`config.mk`:
```
export PLATFORM = sky130hd
export DESIGN_NAME = gerr_global_error_flags
export DESIGN_NICKNAME = d
export VERILOG_FILES = /design/src/gerr_pkg.sv /design/src/gerr_global_error_flags.sv
export SDC_FILE = /design/constraint.sdc
export NUM_CORES = 1
export LEC_CHECK = 0
export ABC_AREA = 1
export ABC_CLOCK_PERIOD_IN_PS = 1100
export BUFFER_PORTS_ARGS = -buffer_cell sky130_fd_sc_hd__buf_4
export CAP_MARGIN = 20
export CORE_MARGIN = 2
export CORE_UTILIZATION = 47
export CTS_BUF_LIST = sky130_fd_sc_hd__clkbuf_2 sky130_fd_sc_hd__clkbuf_4 sky130_fd_sc_hd__clkbuf_8
export DETAILED_ROUTE_END_ITERATION = 8
export PLACE_DENSITY = 0.79
export SLEW_MARGIN = 20
export SYNTH_ARGS = -nofsm -noshare
export SYNTH_HDL_FRONTEND = slang
export SYNTH_SLANG_ARGS = --single-unit
```
`constraint.sdc`:
```
create_clock -name sys_clk -period 1.1 [get_ports sys_clk]
set_input_delay 0.11 -clock sys_clk [delete_from_list [all_inputs] [get_ports sys_clk]]
set_output_delay 0.11 -clock sys_clk [all_outputs]
set_load 0.005 [all_outputs]
```
`src/gerr_pkg.sv`:
```
// Constants for the global error flag register
package gerr_pkg;
    // ========================================
    // Register map
    localparam logic [3:0] GERR_ADDR          = 4'h7;
    localparam int         GERR_WIDTH         = 8;
    // ========================================
    // Field positions
    localparam int         BIT_WATCHDOG       = 7;
    localparam int         BIT_GROUND_LOSS    = 6;
    localparam int         BIT_THERMAL        = 5;
    localparam int         BIT_FIELD_UVLO     = 4;
    localparam int         BIT_SUPPLY_WARN    = 3;
    localparam int         BIT_SUPPLY_LOW     = 2;
    localparam int         BIT_LOGIC_UV       = 1;
    localparam int         BIT_INTERNAL_UV    = 0;
    // ========================================
    // Reset value: supply flags set, fault flags clear
    localparam logic [7:0] GERR_RESET         = 8'h1f;
    localparam logic [1:0] WDT_OFF            = 2'h0;

    typedef struct packed {
        logic [7:0] flags;
        logic [7:0] rdata;
        logic       rvalid;
        logic       comm_err;
        logic       supply_err;
        logic       overload_err;
        logic       fault_pin;
    } gerr_state_s;
endpackage

```
`src/gerr_global_error_flags.sv`:
```
// Global error flag register with clear-on-read and summary outputs
// How it works
// - Watchdog timeout of either watchdog sets bit 7
// - Watchdog flag only when a watchdog enabled
// - Watchdog flag feeds communication error summary
// - Ground loss sets bit 6
// - Ground loss feeds supply error summary
// - Thermal shutdown sets bit 5, feeds overload
// - Flags latched; read clears only absent causes
// - Internal undervoltage flag set at power-up
// - Warning and low drive fault unless masked; reset ignores the mask and drives it
`timescale 1ns/1ps
`default_nettype none
module gerr_global_error_flags
    import gerr_pkg::*;
(
    input  wire logic       sys_clk,                 // 40 MHz clock
    input  wire logic       sys_rst,                 // Sync reset, high
    input  wire logic       reg_rd,                  // Register read strobe
    input  wire logic [3:0] reg_addr,                // Register address
    input  wire logic [1:0] serial_watchdog_timeout_select, // 0 = off
    input  wire logic       sync_watchdog_enable,    // Sync watchdog on
    input  wire logic       serial_wd_timeout,       // Serial watchdog expired
    input  wire logic       sync_wd_timeout,         // Sync watchdog expired
    input  wire logic       ground_loss_det,         // Ground lost
    input  wire logic       thermal_shutdown_det,    // In thermal shutdown
    input  wire logic       field_uvlo_det,          // Field supply under lockout
    input  wire logic       supply_warn_det,         // Field supply below warning
    input  wire logic       supply_low_det,          // Field supply below good
    input  wire logic       logic_uv_det,            // Logic supply under lockout
    input  wire logic       internal_uv_det,         // Internal supply lost
    input  wire logic       supply_good_fault_mask,  // Masks supply fault pin
    output logic [7:0]      reg_rdata,               // Read data
    output logic            reg_rvalid,              // Read data valid pulse
    output logic            communication_error_summary, // To interrupt reg
    output logic            supply_error_summary,    // To interrupt reg
    output logic            overload_fault_summary,  // To interrupt reg
    output logic            fault_pin_active         // Fault pin request
);
    import gerr_pkg::*;

    // ========================================
    // Read timing
    // Strobe at this address sampled at edge c0
    // From c1: rdata holds flags from before c0, rvalid high one cycle
    // Clear lands at c0, so a read right behind sees it
    // Reset clears the ground flag; host still masks it on its first read

    // ========================================
    // Helper functions

    // Timeouts only count while their watchdog is switched on
    function automatic logic wd_cause(
        input logic [1:0] sel,
        input logic       sync_en,
        input logic       serial_to,
        input logic       sync_to
    );
        logic serial_hit;
        logic sync_hit;

        serial_hit = (sel != WDT_OFF) && serial_to;
        sync_hit   = sync_en && sync_to;
        return serial_hit || sync_hit;
    endfunction

    // Per bit: a live cause sets, else a read clears, else hold
    function automatic logic [7:0] next_flags(
        input logic [7:0] held,
        input logic [7:0] cause,
        input logic       clear
    );
        logic [7:0] nxt;
        nxt = held;
        for (int i = 0; i < GERR_WIDTH; i++) begin
            if (cause[i]) begin
                nxt[i] = 1'b1;
            end else if (clear) begin
                nxt[i] = 1'b0;
            end
        end
        return nxt;
    endfunction

    // Watchdog is the only communication fault here
    function automatic logic comm_or(
        input logic [7:0] flags
    );
        return flags[BIT_WATCHDOG];
    endfunction

    // No disable bit modelled: every field supply fault counts
    function automatic logic supply_or(
        input logic [7:0] flags
    );
        logic any_err;

        any_err = 1'b0;
        any_err = any_err | flags[BIT_GROUND_LOSS];
        any_err = any_err | flags[BIT_FIELD_UVLO];
        any_err = any_err | flags[BIT_SUPPLY_WARN];
        any_err = any_err | flags[BIT_SUPPLY_LOW];
        return any_err;
    endfunction

    // Thermal shutdown is the only overload cause here
    function automatic logic overload_or(
        input logic [7:0] flags
    );
        return flags[BIT_THERMAL];
    endfunction

    // Only warning and low drive the pin; other faults do not
    function automatic logic fault_drive(
        input logic [7:0] flags,
        input logic       mask
    );
        logic low_supply;

        low_supply = flags[BIT_SUPPLY_WARN] || flags[BIT_SUPPLY_LOW];
        return !mask && low_supply;
    endfunction

    // ========================================
    // State

    // Registered state and its next value
    gerr_state_s st_ff;
    gerr_state_s nxt_st;

    // Decoded inputs
    logic [7:0]  cond;
    logic        wd_live;
    logic        rd_hit;

    // ========================================
    // Live fault conditions
    // Causes are levels; one cycle is enough to set a flag

    assign wd_live = wd_cause(serial_watchdog_timeout_select,
                              sync_watchdog_enable,
                              serial_wd_timeout,
                              sync_wd_timeout);

    always_comb begin
        cond                  = '0;

        // Device faults
        cond[BIT_WATCHDOG]    = wd_live;
        cond[BIT_GROUND_LOSS] = ground_loss_det;
        cond[BIT_THERMAL]     = thermal_shutdown_det;

        // Supply faults
        cond[BIT_FIELD_UVLO]  = field_uvlo_det;
        cond[BIT_SUPPLY_WARN] = supply_warn_det;
        cond[BIT_SUPPLY_LOW]  = supply_low_det;
        cond[BIT_LOGIC_UV]    = logic_uv_det;
        cond[BIT_INTERNAL_UV] = internal_uv_det;
    end

    // ========================================
    // Read decode

    // Other addresses are ignored and raise no valid pulse
    // Back-to-back reads are fine: rvalid stays high one cycle per read
    assign rd_hit = reg_rd && (reg_addr == GERR_ADDR);

    // ========================================
    // Next state

    always_comb begin
        nxt_st = st_ff;

        // Host sees the value from before the clear
        nxt_st.rvalid = rd_hit;
        if (rd_hit) begin
            nxt_st.rdata = st_ff.flags;
        end else begin
            nxt_st.rdata = st_ff.rdata;
        end

        // Flags latch until read with the cause gone
        nxt_st.flags = next_flags(st_ff.flags, cond, rd_hit);

        // Summaries follow the new flags at the same edge
        nxt_st.comm_err     = comm_or(nxt_st.flags);
        nxt_st.supply_err   = supply_or(nxt_st.flags);
        nxt_st.overload_err = overload_or(nxt_st.flags);
        nxt_st.fault_pin    = fault_drive(nxt_st.flags, supply_good_fault_mask);
    end

    // ========================================
    // Registers

    always_ff @(posedge sys_clk) begin
        if (sys_rst) begin
            st_ff.flags        <= GERR_RESET;
            st_ff.rdata        <= 8'h00;
            st_ff.rvalid       <= 1'b0;
            st_ff.comm_err     <= comm_or(GERR_RESET);
            st_ff.supply_err   <= supply_or(GERR_RESET);
            st_ff.overload_err <= overload_or(GERR_RESET);
            // Mask bit lives elsewhere, so the pin shows supply faults
            st_ff.fault_pin    <= fault_drive(GERR_RESET, 1'b0);
        end else begin
            st_ff <= nxt_st;
        end
    end

    // ========================================
    // Outputs
    // Every output is a flop, no logic behind it

    assign reg_rdata                   = st_ff.rdata;
    assign reg_rvalid                  = st_ff.rvalid;
    assign communication_error_summary = st_ff.comm_err;
    assign supply_error_summary        = st_ff.supply_err;
    assign overload_fault_summary      = st_ff.overload_err;
    assign fault_pin_active            = st_ff.fault_pin;
endmodule
`default_nettype wire

```
### Yosys cells after proc, flatten, opt, wreduce, memory -nomap -nowiden

Index checks and enable logic that the tools add are counted.
W data, S select, Z words.

| word-level totals | value |
|---|---|
| bits in registers | 21 |
| bits of input ports | 20 |
| output and inout port bits | 13 |

| cells by class | value |
|---|---|
| equal/unequal tests | 1 |
| mux-type cells | 12 |
| bitwise gates (word level) | 3 |
| reductions and logical operators | 10 |

Operators by type and width:

| kind | number |
|---|---|
| $mux W1 | 12 |
| $eq A4 B3 Y1 const B | 1 |
| $logic_and A1 B1 Y1 | 4 |
| $reduce_or A2 Y1 | 2 |
| $or A1 B1 Y1 | 3 |
| $logic_or A1 B1 Y1 | 2 |
| $reduce_bool A2 Y1 | 1 |
| $logic_not A1 Y1 | 1 |

### Depth between registers and ports, before layout

| depth | value |
|---|---|
| depth after elaboration | 7 |
| depth in mapped cells | 7 |
| gate-level depth less buffers | 7 |

### Worst setup path after synthesis

OpenSTA, ideal clock, no wires.

| path | value |
|---|---|
| path kind | input to register |
| start | input reg_addr[1] |
| end | register st_ff[14] (netlist name) |
| setup time | 0.115 ns |
| arrival time | 0.702 ns |
| required time | 0.985 ns |
| slack | 0.284 ns |
| stages on the path | 6 |
| cell sequence | nand2_2 > nor2_8 > nand2_4 > buf_6 > a21oi_2 > nand2_1 |

| between the ends | value |
|---|---|
| cells in the longest elaborated chain, start to end | 2 |

RTL lines:

| what | RTL line | text |
|---|---|---|
| from (decl) | gerr_global_error_flags.sv:20 | `input wire logic [3:0] reg_addr,` |
| $eq A4 B3 Y1 | gerr_global_error_flags.sv:166 | `assign rd_hit = reg_rd && (reg_addr == GERR_ADDR);` |
| $logic_and A1 B1 Y1 | gerr_global_error_flags.sv:166 |  |
| to (signal assigned) | gerr_global_error_flags.sv:206 | `st_ff <= nxt_st;` |
| to (decl) | gerr_global_error_flags.sv:128 | `gerr_state_s st_ff;` |

No other way between the ends.
A chain may end at the register's enable or synchronous reset.

### Worst setup path after layout

| path | value |
|---|---|
| start | input supply_low_det |
| end | register st_ff, in the netlist supply_error_summary |

| between the ends | value |
|---|---|
| cells in the longest elaborated chain, start to end | 2 |

RTL lines:

| what | RTL line | text |
|---|---|---|
| from (decl) | gerr_global_error_flags.sv:29 | `input wire logic supply_low_det,` |
| $mux W1 | gerr_global_error_flags.sv:76 | `if (cause[i]) begin` |
| $or A1 B1 Y1 | gerr_global_error_flags.sv:102 | `any_err = any_err \| flags[BIT_SUPPLY_LOW];` |

No other way between the ends.

==> qor.txt <==
MIN PATH
----------------------------------------------------------------------------------------
Worst hold-check path type                                                  primary input to register
Hold Path Cell Cnt                                                                     3

STA
----------------------------------------------------------------------------------------
Worst max-slew margin expressed relative to the limit                              86.0%
Sum of negative setup slack                                                         0 ns
Total count of hold-check failures in the final report                                 0
Worst Skew                                                                   0.000848 ns
Final number of max-transition violations                                              0
Final critical-path share of the clock period                                      81.3%
Actual transition at the worst max-transition pin                               0.210 ns
Unrepaired setup endpoints after global routing                                    false
Final critical delay including setup and external delays                        0.894 ns
Timing-limited maximum frequency                                                1120 MHz
Final setup violation count                                                            0

DETAILED ROUTING
----------------------------------------------------------------------------------------
Number of vias per cell after detailed routing                                      4.83
Detailed-route via count                                                             667
Pre-antenna DRT Iters                                                                  4
Detailed Route WL                                                                1450 um
Number of nets with antenna violations after routing                                   0
Routed length per placed instance                                                10.5 um
DRC violations left                                                                    0
1st-iter DRT viols                                                                    12

GLOBAL ROUTE
----------------------------------------------------------------------------------------
First-pass GRT wire length                                                       2470 um
Initial antenna violation count                                                        0
Global route hottest layer                                                          met2
Overflow left after global routing                                                     0
Pin count of the biggest net entering global routing                                  20
Met1 Usage GRT                                                                     21.1%
GR Util met3                                                                       7.35%
Combined global-route utilization of all metal layers                              17.6%
Global routing usage on met2                                                       28.5%
Via count of the first global-routing pass                                           573

WORST SETUP PATH
----------------------------------------------------------------------------------------
CP arrival                                                                       1.08 ns
Critical setup path kind                                                    primary input to register
List of cells traversed by the critical path                                dlygate4sd3_1 -> buf_4 -> inv_1 -> nand2_1 -> nor2_1 -> nand3b_1
Cells on worst reg2reg path                                                            4
CP Launch Type                                                              primary input
Critical path capture point type                                                register
Number of cells on the critical path                                                   6
Endpoint required time on the critical path                                      1.28 ns
Largest incremental delay on the critical path                                   0.54 ns
Category of cells accounting for the largest share of critical-path delay   buffers and inverters
Cell at the slowest stage of the critical path                              dlygate4sd3_1
Crit path max fanout                                                                   2
Crit path buf inv count                                                                3

FLOORPLAN
----------------------------------------------------------------------------------------
Number of standard-cell rows in the floorplan                                         14
Starting density of the core                                                       50.5%
Floorplan die height                                                             44.2 um
Total core area                                                               1510 sq um
Total die area                                                                1960 sq um
Count of pins on the block boundary                                                   33
Width of the die                                                                 44.2 um

SYNTH
----------------------------------------------------------------------------------------
Sequential fraction of the synthesis area                                          50.0%
Area share of the largest cell type after synthesis                                50.0%
Predominant post-synthesis flop cell                                             dfxtp_1
Area contributors post-synth                                                dfxtp_1 (50%), nand2_1 (11%), buf_4 (7.9%)
Number of flip-flops and latches in the synthesized netlist                           19
Synthesized area divided by synthesized cell count                            8.45 sq um
Cell with the most instances after synthesis                                     nand2_1
Commonest cells in the synthesized netlist                                  nand2_1 (23), dfxtp_1 (19), a21oi_1 (10), buf_4 (8), nand3_1 (8)
Library cell with the largest summed area after synthesis                        dfxtp_1
Post-synth EDFFs                                                                       0
Warnings, synthesis                                                                    0
Yosys cell types                                                                      18
Synth async-reset ratio                                                               0%
Post-synthesis net count                                                             110
Gate count of the mapped netlist                                                      90
Post-synthesis instance area                                                   761 sq um

POWER AND IR DROP
----------------------------------------------------------------------------------------
Maximum vdd drop                                                                 1160 uV
Leakage power summed over all cells                                             0.491 nW
Total power divided by cell area                                            1190 nW/um^2

OUTCOME
----------------------------------------------------------------------------------------
Outcome                                                                     finished clean

CLOCKING
----------------------------------------------------------------------------------------
Clock tree root buffer cell                                                     clkbuf_4
Post-cts gate resize count                                                             0
Clock buffer count from CTS                                                            3
Clock Sink Count                                                                      19
H-tree level count                                                                     1
Clock slew at the register clock pins of the worst setup and hold paths          0.10 ns
Clk_lat worst skew                                                               0.29 ns
CTS tree                                                                             yes
Buffers from clock root to sink, at most                                               2

JOB
----------------------------------------------------------------------------------------
Number of max-cap violations                                                           0

CELLS AND AREA
----------------------------------------------------------------------------------------
P&R area growth vs syn                                                             35.5%
Post-layout net count                                                                143
Share of cells above drive strength 1                                              36.9%
Antenna cell count                                                                     0
Final std cell area, no fill                                                  1030 sq um

PLACE
----------------------------------------------------------------------------------------
Area of placed instances                                                       961 sq um
I/O Buffers                                                                           32
GPL Wtd Cong                                                                       0.712
Estimated wirelength of the detail-placed design                                 1030 um

-- worst register-to-register path: stages, from the launching register on --
cell and delay (ns):
dfxtp_1 0.35, a21oi_2 0.16, nand2_1 0.07, nand2_1 0.05, nand2_1 0.05
-- flip-flops by register name, indices dropped and copies added (netlist names) --
register / cells
reg_rvalid: 1
supply_error_summary: 1
reg_rdata: 8
fault_pin_active: 1
st_ff: 8
-- what timing repair did --
| item | CTS | global route |
|---|---|---|
| hold buffers | 4 | 0 |
| setup buffers | 0 | 0 |
| endpoints found under the hold margin | 4 | 0 |
-- area by class of cell --
cell class | instances | area [sq um]
Sequential cell | 19 | 380
Clock buffer | 4 | 30.0
Multi-Input combinational cell | 56 | 287
Timing Repair Buffer | 38 | 295
Fill cell | 145 | 475
Tap cell | 16 | 20.0
Inverter | 5 | 18.8
-- stage by stage --
| stage | power, mW | setup slack, ns | instances | utilization, % | hold WS [ns] |
|---|---|---|---|---|---|
| after floorplan | 0.786 | 0.284 | 90 | - | 0.179 |
| after global placement | 0.867 | 0.152 | 130 | 63.8 | 0.291 |
| after detailed placement | 0.870 | 0.135 | 130 | 63.8 | 0.291 |
| after CTS | 1.25 | 0.205 | 138 | 68.4 | 0.0175 |
| after global routing | 1.30 | 0.160 | 138 | 68.4 | 0.0195 |
| final | 1.23 | 0.206 | 138 | 68.4 | 0.0256 |
-- metal layers --
| metal | up-vias | routed length (um) |
|---|---|---|
| li1 | 349 | - |
| met1 | 301 | 623 |
| met2 | 15 | 724 |
| met3 | 2 | 90 |
| met4 | 0 | 9 |
| met5 | - | 0 |
-- path summary, 6_finish.rpt --
path / startpoint / to / slack [ns]
hold / removal: field_uvlo_det / st_ff[17]$_SDFF_PP1_ / 0.03
setup / recovery: supply_low_det / supply_error_summary$_SDFF_PP1_ / 0.21
hold reg to reg: reg_rdata[1]$_SDFFE_PP0P_ / reg_rdata[1]$_SDFFE_PP0P_ / 0.47
setup reg to reg: st_ff[15]$_SDFF_PP1_ / fault_pin_active$_SDFF_PP1_ / 0.33
-- cells in the final DEF, fill, tap and decap left out --
cell type,instances
buf_4,34
inv_2,1
o21ai_0,1
nand2_4,1
dfxtp_1,19
nor2_1,5
nand3b_1,1
nor2_8,1
nand2_1,23
nand3_1,8
nand2_2,1
a21oi_1,10
a31oi_1,1
inv_1,4
a21oi_2,3
dlygate4sd3_1,4
a211o_1,1
clkbuf_4,4
-- logic make-up (layout without fill, tap and decap cells) --
logic type | Yosys count | after routing | synth area share (%)
compound gates | 16 | 16 | 12.7
buf+inv | 15 | 47 | 12.3
flops | 19 | 19 | 50.0
simple gates | 40 | 40 | 25.0
-- power by group --
| group | internal [mW] | switching (mW) | total [mW] | leakage, nW |
|---|---|---|---|---|
| registers | 0.705 | 0.00960 | 0.714 | 0.155 |
| clock network | 0.166 | 0.197 | 0.363 | 0.0184 |
| logic | 0.0882 | 0.0622 | 0.150 | 0.318 |
| total | 0.959 | 0.269 | 1.23 | 0.491 |
Power figures use the tool's default switching activity.
